## config.mk

```make
export PLATFORM = sky130hd
export DESIGN_NAME = regulator_status_and_interrupt_masks
export DESIGN_NICKNAME = d
export VERILOG_FILES = /design/src/hw/regulator_regs_pkg.sv /design/src/hw/regulator_status_and_interrupt_masks.sv /design/src/hw/sync3.sv
export SDC_FILE = /design/constraint.sdc
export NUM_CORES = 1
export LEC_CHECK = 0
export BUFFER_PORTS_ARGS = -buffer_cell sky130_fd_sc_hd__buf_4
export CAP_MARGIN = 20
export CORE_MARGIN = 3
export CORE_UTILIZATION = 30
export CTS_CLUSTER_SIZE = 25
export DETAILED_ROUTE_END_ITERATION = 8
export PLACE_DENSITY = 0.48
export SYNTH_ARGS = -nofsm -noshare
export SYNTH_HDL_FRONTEND = slang
export SYNTH_SLANG_ARGS = --single-unit
```

## constraint.sdc

```tcl
create_clock -name mclk -period 5.01 [get_ports mclk]
set_input_delay 1.002 -clock mclk [delete_from_list [all_inputs] [get_ports mclk]]
set_output_delay 1.002 -clock mclk [all_outputs]
set_load 0.02 [all_outputs]
```

## src/hw/regulator_regs_pkg.sv

```systemverilog
// Register map, field positions, reset values and carrier types of the regulator status and mask bank.
// Assumes a single 250 MHz clock domain and an open-drain two-wire serial port on the device pins.
package regulator_regs_pkg;

    // ==================================================================
    // Register offsets on the serial port
    // ==================================================================
    localparam logic [7:0] LINREG_STATUS_ADDR       = 8'h1F;
    localparam logic [7:0] GLOBAL_EVENT_MASK_A_ADDR = 8'h20;
    localparam logic [7:0] GLOBAL_EVENT_MASK_B_ADDR = 8'h21;
    localparam logic [7:0] SWITCHER_EVENT_MASK_ADDR = 8'h22;

    // ==================================================================
    // Field positions
    // ==================================================================
    localparam int LINREG1_ON_BIT        = 7;
    localparam int LINREG1_BAD_BIT       = 6;
    localparam int LINREG1_ILIM_BIT      = 4;
    localparam int LINREG0_ON_BIT        = 3;
    localparam int LINREG0_BAD_BIT       = 2;
    localparam int LINREG0_ILIM_BIT      = 0;
    localparam int POWER_GOOD_SUPP_BIT   = 7;
    localparam int SYNC_CLK_SUPP_BIT     = 4;
    localparam int THERMAL_SUPP_BIT      = 2;
    localparam int LOAD_READY_SUPP_BIT   = 0;
    localparam int RESET_REG_SUPP_BIT    = 0;
    localparam int SW1_PG_FALL_SUPP_BIT  = 7;
    localparam int SW1_PG_RISE_SUPP_BIT  = 6;
    localparam int SW1_ILIM_SUPP_BIT     = 4;
    localparam int SW0_PG_FALL_SUPP_BIT  = 3;
    localparam int SW0_PG_RISE_SUPP_BIT  = 2;
    localparam int SW0_ILIM_SUPP_BIT     = 0;

    // ==================================================================
    // Reset values and write masks
    // ==================================================================
    localparam logic [7:0] MASK_A_RESET          = 8'h90;
    localparam logic [6:0] MASK_B_UPPER_RESET    = 7'h00;
    localparam logic       RESET_REG_SUPP_RESET  = 1'b1;
    localparam logic [7:0] SWITCHER_MASK_RESET   = 8'hCC;
    localparam logic [7:0] SWITCHER_MASK_WRITABLE = 8'hDD;
    localparam logic [7:0] UNMAPPED_READ_VALUE   = 8'h00;

    // ==================================================================
    // Serial port constants
    // ==================================================================
    localparam logic [6:0] DEFAULT_DEVICE_ADDR = 7'h2A;
    localparam logic [3:0] BYTE_BITS           = 4'h8;
    localparam logic [3:0] FIRST_BIT_SENT      = 4'h1;
    localparam logic [1:0] BUS_IDLE_LEVELS     = 2'h3;

    // Raw live inputs from the two linear regulators.
    typedef struct packed {
        logic linreg1_on_flag;
        logic linreg1_output_bad_flag;
        logic linreg1_current_limit_flag;
        logic linreg0_on_flag;
        logic linreg0_output_bad_flag;
        logic linreg0_current_limit_flag;
    } linreg_raw_t;

    // One bit per maskable event source.
    typedef struct packed {
        logic power_good;
        logic sync_clk;
        logic thermal_warning;
        logic load_current_ready;
        logic reset_reg;
        logic sw1_pg_fall;
        logic sw1_pg_rise;
        logic sw1_current_limit;
        logic sw0_pg_fall;
        logic sw0_pg_rise;
        logic sw0_current_limit;
    } event_vec_t;

    typedef enum logic [2:0] {
        LINK_IDLE,
        LINK_ADDR,
        LINK_ADDR_ACK,
        LINK_WBYTE,
        LINK_WACK,
        LINK_RDATA,
        LINK_RACK
    } link_state_t;

endpackage

```

## src/hw/regulator_status_and_interrupt_masks.sv

```systemverilog
// Regulator live status and event mask registers behind a two-wire serial slave port.
// Assumes analog status levels arrive asynchronously and event pulses come from logic on mclk.
`timescale 1ns/1ps

module regulator_status_and_interrupt_masks
    import regulator_regs_pkg::*;
#(
    parameter logic [6:0] DEVICE_ADDR = DEFAULT_DEVICE_ADDR
) (
    input  wire logic        mclk,
    input  wire logic        rst_b,
    input  wire logic        scl_in,
    input  wire logic        sda_in,
    output logic             sda_out,
    output logic             sda_oe,
    input  wire linreg_raw_t linreg_raw,
    input  wire logic        otp_reset_reg_suppress,
    input  wire event_vec_t  event_in,
    output event_vec_t       event_flag_set,
    output event_vec_t       event_suppress,
    output logic             irq_pulse
);

    typedef struct packed {
        link_state_t state;
        logic [3:0]  cnt;
        logic [7:0]  shift;
        logic [7:0]  ptr;
        logic        have_ptr;
        logic        rd_mode;
        logic        acked;
        logic        drive;
        logic        scl_prev;
        logic        sda_prev;
        logic [7:0]  mask_a;
        logic [6:0]  mask_b_upper;
        logic        reset_reg_supp;
        logic        otp_loaded;
        logic [7:0]  sw_mask;
        event_vec_t  flags;
        logic        irq;
    } bank_state_t;

    bank_state_t st_reg;
    bank_state_t st_next;
    linreg_raw_t linreg_sync;
    logic [1:0]  bus_sync;
    logic [7:0]  linreg_status;

    // ==================================================================
    // Input synchronisers
    // ==================================================================
    // Analog status levels are not on mclk, so each passes the filtered synchroniser.
    sync3 #(
        .WIDTH     ($bits(linreg_raw_t)),
        .RESET_VAL ('0)
    ) u_linreg_sync (
        .mclk      (mclk),
        .rst_b     (rst_b),
        .async_in  (linreg_raw),
        .sync_out  (linreg_sync)
    );

    // The serial lines idle high, so the filter starts high and no false start is seen.
    sync3 #(
        .WIDTH     (2),
        .RESET_VAL (BUS_IDLE_LEVELS)
    ) u_bus_sync (
        .mclk      (mclk),
        .rst_b     (rst_b),
        .async_in  ({scl_in, sda_in}),
        .sync_out  (bus_sync)
    );

    // ==================================================================
    // Register contents
    // ==================================================================
    // Live status is raw and unlatched; reserved bits read as zero.
    always_comb
    begin
        linreg_status                   = 8'h00;
        linreg_status[LINREG1_ON_BIT]   = linreg_sync.linreg1_on_flag;
        linreg_status[LINREG1_BAD_BIT]  = linreg_sync.linreg1_output_bad_flag;
        linreg_status[LINREG1_ILIM_BIT] = linreg_sync.linreg1_current_limit_flag;
        linreg_status[LINREG0_ON_BIT]   = linreg_sync.linreg0_on_flag;
        linreg_status[LINREG0_BAD_BIT]  = linreg_sync.linreg0_output_bad_flag;
        linreg_status[LINREG0_ILIM_BIT] = linreg_sync.linreg0_current_limit_flag;
    end

    // Read decode; unmapped offsets answer a defined zero byte.
    function automatic logic [7:0] read_reg(input logic [7:0] addr, input bank_state_t s, input logic [7:0] stat);
        logic [7:0] v;
        v = UNMAPPED_READ_VALUE;
        case (addr)
            LINREG_STATUS_ADDR:       v = stat;
            GLOBAL_EVENT_MASK_A_ADDR: v = s.mask_a;
            GLOBAL_EVENT_MASK_B_ADDR: v = {s.mask_b_upper, s.reset_reg_supp};
            SWITCHER_EVENT_MASK_ADDR: v = s.sw_mask;
            default:                  v = UNMAPPED_READ_VALUE;
        endcase
        return v;
    endfunction

    // Maps the mask bits onto the event sources.
    function automatic event_vec_t suppress_of(input bank_state_t s);
        event_vec_t e;
        e.power_good         = s.mask_a[POWER_GOOD_SUPP_BIT];
        e.sync_clk           = s.mask_a[SYNC_CLK_SUPP_BIT];
        e.thermal_warning    = s.mask_a[THERMAL_SUPP_BIT];
        e.load_current_ready = s.mask_a[LOAD_READY_SUPP_BIT];
        e.reset_reg          = s.reset_reg_supp;
        e.sw1_pg_fall        = s.sw_mask[SW1_PG_FALL_SUPP_BIT];
        e.sw1_pg_rise        = s.sw_mask[SW1_PG_RISE_SUPP_BIT];
        e.sw1_current_limit  = s.sw_mask[SW1_ILIM_SUPP_BIT];
        e.sw0_pg_fall        = s.sw_mask[SW0_PG_FALL_SUPP_BIT];
        e.sw0_pg_rise        = s.sw_mask[SW0_PG_RISE_SUPP_BIT];
        e.sw0_current_limit  = s.sw_mask[SW0_ILIM_SUPP_BIT];
        return e;
    endfunction

    // ==================================================================
    // Next state: events, OTP load and serial slave
    // ==================================================================
    // Bits are sampled on filtered SCL rise and SDA is changed on filtered SCL fall.
    always_comb
    begin
        logic       scl_rise;
        logic       scl_fall;
        logic       start_seen;
        logic       stop_seen;
        logic [7:0] tx;
        scl_rise   = bus_sync[1] & ~st_reg.scl_prev;
        scl_fall   = ~bus_sync[1] & st_reg.scl_prev;
        start_seen = bus_sync[1] & st_reg.scl_prev & st_reg.sda_prev & ~bus_sync[0];
        stop_seen  = bus_sync[1] & st_reg.scl_prev & ~st_reg.sda_prev & bus_sync[0];
        tx         = read_reg(st_reg.ptr, st_reg, linreg_status);
        st_next          = st_reg;
        st_next.scl_prev = bus_sync[1];
        st_next.sda_prev = bus_sync[0];
        // Flags follow events whatever the mask; only the interrupt is gated.
        st_next.flags    = event_in;
        st_next.irq      = |(event_in & ~suppress_of(st_reg));
        // The register-reset mask comes from OTP right after reset release.
        if (!st_reg.otp_loaded)
        begin
            st_next.reset_reg_supp = otp_reset_reg_suppress;
            st_next.otp_loaded     = 1'b1;
        end
        if (stop_seen)
        begin
            st_next.state = LINK_IDLE;
            st_next.drive = 1'b0;
        end
        else if (start_seen)
        begin
            st_next.state    = LINK_ADDR;
            st_next.cnt      = 4'h0;
            st_next.have_ptr = 1'b0;
            st_next.drive    = 1'b0;
        end
        else
        begin
            case (st_reg.state)
                LINK_ADDR, LINK_WBYTE:
                begin
                    if (scl_rise)
                    begin
                        st_next.shift = {st_reg.shift[6:0], bus_sync[0]};
                        st_next.cnt   = st_reg.cnt + 4'h1;
                    end
                    else if (scl_fall && st_reg.cnt == BYTE_BITS)
                    begin
                        if (st_reg.state == LINK_ADDR)
                        begin
                            if (st_reg.shift[7:1] == DEVICE_ADDR)
                            begin
                                st_next.rd_mode = st_reg.shift[0];
                                st_next.drive   = 1'b1;
                                st_next.state   = LINK_ADDR_ACK;
                            end
                            else
                            begin
                                st_next.state = LINK_IDLE;
                            end
                        end
                        else
                        begin
                            st_next.drive = 1'b1;
                            st_next.state = LINK_WACK;
                            if (!st_reg.have_ptr)
                            begin
                                st_next.ptr      = st_reg.shift;
                                st_next.have_ptr = 1'b1;
                            end
                            else
                            begin
                                // Status is read-only and bit 0 of mask B ignores writes.
                                case (st_reg.ptr)
                                    GLOBAL_EVENT_MASK_A_ADDR: st_next.mask_a = st_reg.shift;
                                    GLOBAL_EVENT_MASK_B_ADDR: st_next.mask_b_upper = st_reg.shift[7:1];
                                    SWITCHER_EVENT_MASK_ADDR: st_next.sw_mask = st_reg.shift & SWITCHER_MASK_WRITABLE;
                                    default:                  st_next.ptr = st_reg.ptr;
                                endcase
                                st_next.ptr = st_reg.ptr + 8'h01;
                            end
                        end
                    end
                end
                LINK_ADDR_ACK, LINK_WACK:
                begin
                    if (scl_fall)
                    begin
                        st_next.cnt = 4'h0;
                        if (st_reg.state == LINK_ADDR_ACK && st_reg.rd_mode)
                        begin
                            st_next.shift = tx;
                            st_next.drive = ~tx[7];
                            st_next.cnt   = FIRST_BIT_SENT;
                            st_next.state = LINK_RDATA;
                        end
                        else
                        begin
                            st_next.drive = 1'b0;
                            st_next.state = LINK_WBYTE;
                        end
                    end
                end
                LINK_RDATA:
                begin
                    if (scl_fall)
                    begin
                        if (st_reg.cnt == BYTE_BITS)
                        begin
                            st_next.drive = 1'b0;
                            st_next.state = LINK_RACK;
                        end
                        else
                        begin
                            st_next.drive = ~st_reg.shift[6];
                            st_next.shift = {st_reg.shift[6:0], 1'b0};
                            st_next.cnt   = st_reg.cnt + 4'h1;
                        end
                    end
                end
                LINK_RACK:
                begin
                    if (scl_rise)
                    begin
                        st_next.acked = ~bus_sync[0];
                        if (!bus_sync[0])
                        begin
                            st_next.ptr = st_reg.ptr + 8'h01;
                        end
                    end
                    else if (scl_fall)
                    begin
                        if (st_reg.acked)
                        begin
                            st_next.shift = tx;
                            st_next.drive = ~tx[7];
                            st_next.cnt   = FIRST_BIT_SENT;
                            st_next.state = LINK_RDATA;
                        end
                        else
                        begin
                            st_next.state = LINK_IDLE;
                        end
                    end
                end
                default:
                begin
                    st_next.state = LINK_IDLE;
                end
            endcase
        end
    end

    // ==================================================================
    // State register
    // ==================================================================
    // Reset loads constants only; the OTP value is taken by the first clocked cycle after release.
    always_ff @(posedge mclk or negedge rst_b)
    begin
        if (!rst_b)
        begin
            st_reg                <= '0;
            st_reg.state          <= LINK_IDLE;
            st_reg.scl_prev       <= 1'b1;
            st_reg.sda_prev       <= 1'b1;
            st_reg.mask_a         <= MASK_A_RESET;
            st_reg.mask_b_upper   <= MASK_B_UPPER_RESET;
            st_reg.reset_reg_supp <= RESET_REG_SUPP_RESET;
            st_reg.sw_mask        <= SWITCHER_MASK_RESET;
        end
        else
        begin
            st_reg <= st_next;
        end
    end

    // Open drain: the pin is only ever pulled low, enable high while pulling.
    assign sda_out        = 1'b0;
    assign sda_oe         = st_reg.drive;
    assign event_flag_set = st_reg.flags;
    assign event_suppress = suppress_of(st_reg);
    assign irq_pulse      = st_reg.irq;

endmodule

```

## src/hw/sync3.sv

```systemverilog
// Three-stage synchroniser with agreement filter for levels from outside the clock domain.
// Assumes the inputs are slow levels; a change is accepted once stages two and three agree.
`timescale 1ns/1ps

module sync3 #(
    parameter int               WIDTH     = 1,
    parameter logic [WIDTH-1:0] RESET_VAL = '0
) (
    input  wire logic             mclk,
    input  wire logic             rst_b,
    input  wire logic [WIDTH-1:0] async_in,
    output logic      [WIDTH-1:0] sync_out
);

    typedef struct packed {
        logic [WIDTH-1:0] s1;
        logic [WIDTH-1:0] s2;
        logic [WIDTH-1:0] s3;
        logic [WIDTH-1:0] held;
    } sync_state_t;

    sync_state_t st_reg;
    sync_state_t st_next;

    // ==================================================================
    // Next state
    // ==================================================================
    // The first stage feeds only the second, so a metastable sample never reaches logic.
    always_comb
    begin
        st_next    = st_reg;
        st_next.s1 = async_in;
        st_next.s2 = st_reg.s1;
        st_next.s3 = st_reg.s2;
        for (int i = 0; i < WIDTH; i++)
        begin
            if (st_reg.s2[i] == st_reg.s3[i])
            begin
                st_next.held[i] = st_reg.s3[i];
            end
        end
    end

    // Registers reset to the idle level of the line.
    always_ff @(posedge mclk or negedge rst_b)
    begin
        if (!rst_b)
        begin
            st_reg <= {RESET_VAL, RESET_VAL, RESET_VAL, RESET_VAL};
        end
        else
        begin
            st_reg <= st_next;
        end
    end

    assign sync_out = st_reg.held;

endmodule

```

==> impl_metrics.tcl, run 1 <==
set metrics [dict create \
    worstSetupPathType "reg -> reg" \
    max-cap-violations 0 \
    clkTransAtPathRegs_ns 0.07 \
    place.gp.congestion 0.837 \
    drt_pre_antenna_iters 4 \
    yosysUniqueCellTypes 57 \
    post_synthesis_cell_area_um2 4390 \
    grt.total_usage_pct 12.7 \
    setup_slack_ns 2.64 \
    post_cts_buffers 0 \
    synth_area_per_cell_um2 11.4 \
    grt_pass1_vias 3042 \
    worstSkewPairLatency_ns 0.35 \
    max-slew-margin-rel_pct 45.2 \
    synth-edff-count 0 \
    timing.rr.end "st_reg[46]" \
    wl_um 9630 \
    design.die.area_um2 16100 \
    yosysWarnings 0 \
    grt_max_degree 65 \
    share_comb_of_total_power_pct 8.7 \
    worstRegToRegCells 5 \
    numnets_final 436 \
    hold_start "u_linreg_sync.st_next[16]" \
    leakagePower_nw 2.14 \
    mostFrequentLayoutCells "sky130_fd_sc_hd__dfrtp_1 (79), sky130_fd_sc_hd__buf_4 (46), sky130_fd_sc_hd__mux2_2 (32), sky130_fd_sc_hd__nor2_1 (26), sky130_fd_sc_hd__nand2_1 (25)" \
    cp_max_fo 21 \
    total_number_of_placement_rows 43 \
    setup_viol 0 \
    arrival_ns 2.59 \
    reported_net_switching_power_mw 0.429 \
    synth_net_count 414 \
    port-buffer-count 45 \
    core_ar_um2 14100 \
    synth_seq_area_share_pct 55.2 \
    grt_first_pass_wirelength_um 16100 \
    post_drt_wl_per_cell_um 16.2 \
    dieHeight_um 127 \
    finalHoldViolCount 0 \
    cts_hold_buffers 0 \
    detail_route_antenna_nets 0 \
    drt_drc_violations_left 0 \
    h-tree-depth 3 \
    report.final.slew_viol_count 0 \
    worstMarginPinSlew_ns 0.816 \
    drive_gt1_share_pct 27.8 \
    hold_path_depth 0 \
    finalSetupTns_ns 0 \
    clock_skew_ns 0.00672 \
    mostFrequentLayoutCell "sky130_fd_sc_hd__dfrtp_1" \
    register_bit_total_from_synthesis 96 \
    min-delay-path-class "reg -> reg" \
    die_width_um 127 \
    p_int_mw 1.24 \
    power_frac_clock_pct 37.6 \
    period_share_pct 47.4 \
    power.sequential.fraction_pct 53.7 \
    clock_tree_from_tritoncts "built" \
    post_synth_inst_count 386 \
    flow.area_growth_from_synthesis_pct 13.9 \
    final_design_utilization_pct 35.5 \
    floorplan.initialDensity_pct 31.2 \
    setup.worst_path.end_class "flop" \
    antenna_found_initial 0 \
    num-fill-cells 1449 \
    clk_path_buf_depth 2 \
    initialDrtViolationCount 232 \
    ctsRootBufferMaster "sky130_fd_sc_hd__clkbuf_16" \
    fin_crit_ns 2.37 \
    worst_hold_path_ep "u_linreg_sync.st_next[10]" \
    source_of_the_worst_register_to_register_timing_path "st_reg[63]" \
    dpl_worst_slack_ns 2.66 \
    vias 2977 \
    ys.flop_type "sky130_fd_sc_hd__dfrtp_1" \
    power_per_cell_area_nw_per_um2 333 \
    reg_to_reg_slack_setup_ns 2.64 \
    outcome "finished clean" \
    fmax_mhz 422 \
    antennaDiodeCount 0 \
    cts-buffers-inserted 9 \
    post_cts_resized 0 \
    vdd.ir_drop.worst_mv 0.182 \
    ioPinCount 47 \
    largest_reg_flops 40 \
    async_reset_ff_share_pct 100 \
    place_hpwl_um 6660 \
    netSwitchingFraction_pct 25.8 \
    setup_repair_after_global_routing_missed_its_margin "no" \
    timing.critical_path.from_type "flop" \
    cp.required_ns 5.22 \
    vias_per_cell 5.02 \
    grt_overflow_total 0 \
    cts_num_sinks 96 \
]
[stage by stage]
step	std cells	instance area, um^2	hold WS, ns	power [mW]
final	593	5000	0.348	1.67
after global routing	593	5000	0.355	1.76
after CTS	593	5000	0.350	1.70
after detailed placement	577	4740	0.336	1.06
after global placement	577	4740	0.332	1.05
after floorplan	386	4390	0.331	0.981
[worst max-delay path, cell delays in order, from the launching register on]
cell and delay, ns:
sky130_fd_sc_hd__dfrtp_1 0.59, sky130_fd_sc_hd__nand3b_2 0.42, sky130_fd_sc_hd__or3_1 0.39, sky130_fd_sc_hd__a211o_1 0.49, sky130_fd_sc_hd__nor3_1 0.28, sky130_fd_sc_hd__a21oi_1 0.06
[power groups by stage]
stage | clock (mW) | combinational [mW] | sequential [mW]
floorplan | 0 | 0.104 | 0.877
global placement | 0 | 0.145 | 0.907
detailed placement | 0 | 0.148 | 0.909
CTS | 0.655 | 0.149 | 0.895
global route | 0.692 | 0.166 | 0.903
finish | 0.626 | 0.146 | 0.895
[cells in the mapped netlist, types with 4 or more instances]
cell,count,area share [%]
sky130_fd_sc_hd__a221o_1,6,1.4
sky130_fd_sc_hd__inv_1,22,1.9
sky130_fd_sc_hd__maj3_1,8,1.8
sky130_fd_sc_hd__nand2_1,25,2.1
sky130_fd_sc_hd__clkbuf_1,6,0.51
sky130_fd_sc_hd__a21oi_1,17,1.9
sky130_fd_sc_hd__nand3_1,9,1.0
sky130_fd_sc_hd__nor2b_1,4,0.57
sky130_fd_sc_hd__nand2b_1,4,0.57
sky130_fd_sc_hd__buf_2,4,0.46
sky130_fd_sc_hd__dfrtp_1,79,45
sky130_fd_sc_hd__buf_4,24,4.1
sky130_fd_sc_hd__nor3_1,4,0.46
sky130_fd_sc_hd__o21ai_1,10,1.1
sky130_fd_sc_hd__dfstp_2,17,10
sky130_fd_sc_hd__mux2_2,32,8.2
sky130_fd_sc_hd__nor2_1,26,2.2
sky130_fd_sc_hd__ha_1,6,1.7
sky130_fd_sc_hd__o21ai_0,16,1.8
sky130_fd_sc_hd__a222oi_1,7,1.6
[how the worst max path moves through the flow]
stage | start | to | slack [ns]
5_1_grt | st_reg[65] | st_reg[64] | 2.40
2_1_floorplan | st_reg[59] | event_suppress[0] | 3.05
4_1_cts | st_reg[63] | st_reg[46] | 2.64
3_3_place_gp | st_reg[54] | sda_oe | 2.64
3_5_place_dp | st_reg[63] | st_reg[46] | 2.66
6_report | st_reg[63] | st_reg[46] | 2.64
[cell type report]
type                    instances  area, um^2  share of cell area, %
clock buffers                  11         233                   4.65
multi-input cells             233        1660                   33.2
clock inverters                 5        33.8                  0.675
well taps                     180         225                   4.50
repair buffers                 46         345                   6.90
inverters                      22        82.6                   1.65
flip-flops and latches         96        2420                   48.4
[logic make-up after synthesis]
family,share of synthesized area (%)
AO/OA/AOI/OAI,13.6
XOR/XNOR,0.399
adder cells (fa/ha/maj),3.53
buffers and inverters,7.03
flip-flops,55.2
multiplexers,8.20
other,0.171
AND/OR/NAND/NOR,11.9
[per-layer routing]
metal | vias up | routed length (um) | global-route usage (%)
met2 | 62 | 4410 | 19.4
li1 | 1420 | - | -
met5 | - | 0 | 0
met1 | 1484 | 4620 | 17.5
met4 | 0 | 97 | 3.09
met3 | 11 | 508 | 4.56
Note: power is estimated with default switching activity, not from simulation.
==> run 2, diff against run 1 <==
clock period = 2.3 ns   (was 5.01 ns; I/O delays follow)
==> impl_metrics.tcl, run 2 (synthesis results as in run 1) <==
set metrics [dict create \
    ctsRootBufferMaster "sky130_fd_sc_hd__clkbuf_16" \
    ioPinCount 47 \
    drive_gt1_share_pct 32.6 \
    fmax_mhz 467 \
    grt_overflow_total 0 \
    detail_route_antenna_nets 0 \
    final_design_utilization_pct 37.2 \
    cp_max_fo 9 \
    total_number_of_placement_rows 43 \
    max-cap-violations 0 \
    clock_tree_from_tritoncts "built" \
    cts_num_sinks 96 \
    power_per_cell_area_nw_per_um2 732 \
    floorplan.initialDensity_pct 31.2 \
    flow.area_growth_from_synthesis_pct 19.3 \
    worstSkewPairLatency_ns 0.35 \
    setup.worst_path.end_class "flop" \
    min-delay-path-class "in -> async" \
    setup_slack_ns 0.157 \
    drt_drc_violations_left 0 \
    outcome "finished clean" \
    timing.critical_path.from_type "flop" \
    worstMarginPinSlew_ns 0.788 \
    largest_reg_flops 40 \
    setup_viol 0 \
    placement_stage_cell_area_um2 4950 \
    clkTransAtPathRegs_ns 0.07 \
    num-fill-cells 1405 \
    max-slew-margin-rel_pct 47.1 \
    slowest_stage "sky130_fd_sc_hd__dfrtp_1" \
    grt_first_pass_wirelength_um 16600 \
    initialDrtViolationCount 285 \
    antenna_found_initial 0 \
    report.final.slew_viol_count 0 \
    period_share_pct 93.2 \
    grt.total_usage_pct 13.2 \
    post_cts_buffers 0 \
    finalSetupTns_ns 0 \
    placed_cells_incl_taps 603 \
    place_hpwl_um 7390 \
    vdd.ir_drop.worst_mv 0.552 \
    final-instance-count-excl-fill 618 \
    arrival_ns 2.37 \
    cp.required_ns 2.53 \
    place.gp.congestion 0.853 \
    mostFrequentLayoutCell "sky130_fd_sc_hd__dfrtp_1" \
    mostFrequentLayoutCells "sky130_fd_sc_hd__dfrtp_1 (79), sky130_fd_sc_hd__buf_4 (71), sky130_fd_sc_hd__mux2_2 (32), sky130_fd_sc_hd__nor2_1 (26), sky130_fd_sc_hd__nand2_1 (25)" \
    fin_crit_ns 2.14 \
    vias 3088 \
    finalHoldViolCount 0 \
    cts-buffers-inserted 9 \
    setup_repair_after_global_routing_missed_its_margin "no" \
    clock_skew_ns 0.00822 \
    grt_pass1_vias 3084 \
    final_cell_area_um2 5240 \
    leakagePower_nw 2.29 \
    core_ar_um2 14100 \
    cts_hold_buffers 0 \
    antennaDiodeCount 0 \
    post_cts_resized 0 \
    numnets_final 462 \
    dpl_worst_slack_ns 0.170 \
    wl_um 10200 \
    die_width_um 127 \
    design.die.area_um2 16100 \
    grt_max_degree 52 \
    dieHeight_um 127 \
    crit_path_cell_trace "nor2b_1, a21oi_1, o21ai_0, a2111o_1, mux2_2" \
    clk_path_buf_depth 2 \
    drt_pre_antenna_iters 5 \
    slowest_delay_ns 0.51 \
    worstSetupPathType "reg -> reg" \
    port-buffer-count 45 \
    h-tree-depth 3 \
    vias_per_cell 5.00 \
    post_drt_wl_per_cell_um 16.4 \
]
-- run 2: cell types whose count changed in the layout (fill, tap and decap cells not counted), sizes merged --
cell,change
clkinvlp,-1
bufinv,+1
clkinv,-3
buf,+26
inv,+2
-- run 2: layout make-up --
| class | instances | area [um^2] | share of cell area [%] |
|---|---|---|---|
| clock buffers | 11 | 243 | 4.63 |
| clock inverters | 4 | 52.6 | 1.00 |
| inverters | 22 | 82.6 | 1.58 |
| multi-input cells | 233 | 1660 | 31.7 |
| flip-flops and latches | 96 | 2420 | 46.2 |
| well taps | 180 | 225 | 4.30 |
| repair buffers | 72 | 553 | 10.5 |
-- run 2: critical path: cells and delay by family (launching register included) --
kind             cells  cell delay (ns)
flip-flops           1             0.51
AO/OA/AOI/OAI        3             0.67
multiplexers         1             0.38
AND/OR/NAND/NOR      1             0.46
-- run 2: final timing paths --
check                                           from                         to  slack, ns  depth (start not counted)
max reg2reg                               st_reg[64]                 st_reg[55]       0.16                          5
max in group asynchronous                      rst_b         event_suppress[10]       1.60                          2
min                                            rst_b   u_linreg_sync.st_next[8]       0.04                          1
min reg2reg                u_linreg_sync.st_next[13]   u_linreg_sync.st_next[7]       0.35                          0
min in group mclk                      linreg_raw[1]  u_linreg_sync.st_next[13]       0.22                          1
max                                       st_reg[64]                 st_reg[55]       0.16                          5
-- run 2: through the flow --
stage / total power, mW / hold WS (ns)
after CTS: 3.91 / 0.0426
after floorplan: 2.14 / 0.164
after global routing: 4.05 / 0.0568
after detailed placement: 2.37 / 0.336
after global placement: 2.36 / 0.332
final: 3.84 / 0.0389
-- run 2: per-layer routing --
layer	up-vias	part of all wire (%)	GRT usage, %
met3	11	4.7	4.35
li1	1467	-	-
met4	0	1.3	2.97
met5	-	0	0
met2	61	47	21.2
met1	1549	47	17.3
-- run 2: where the power goes --
group	internal (mW)	switching, mW
registers	1.80	0.0857
logic	0.210	0.227
clock network	0.873	0.640
total	2.89	0.952
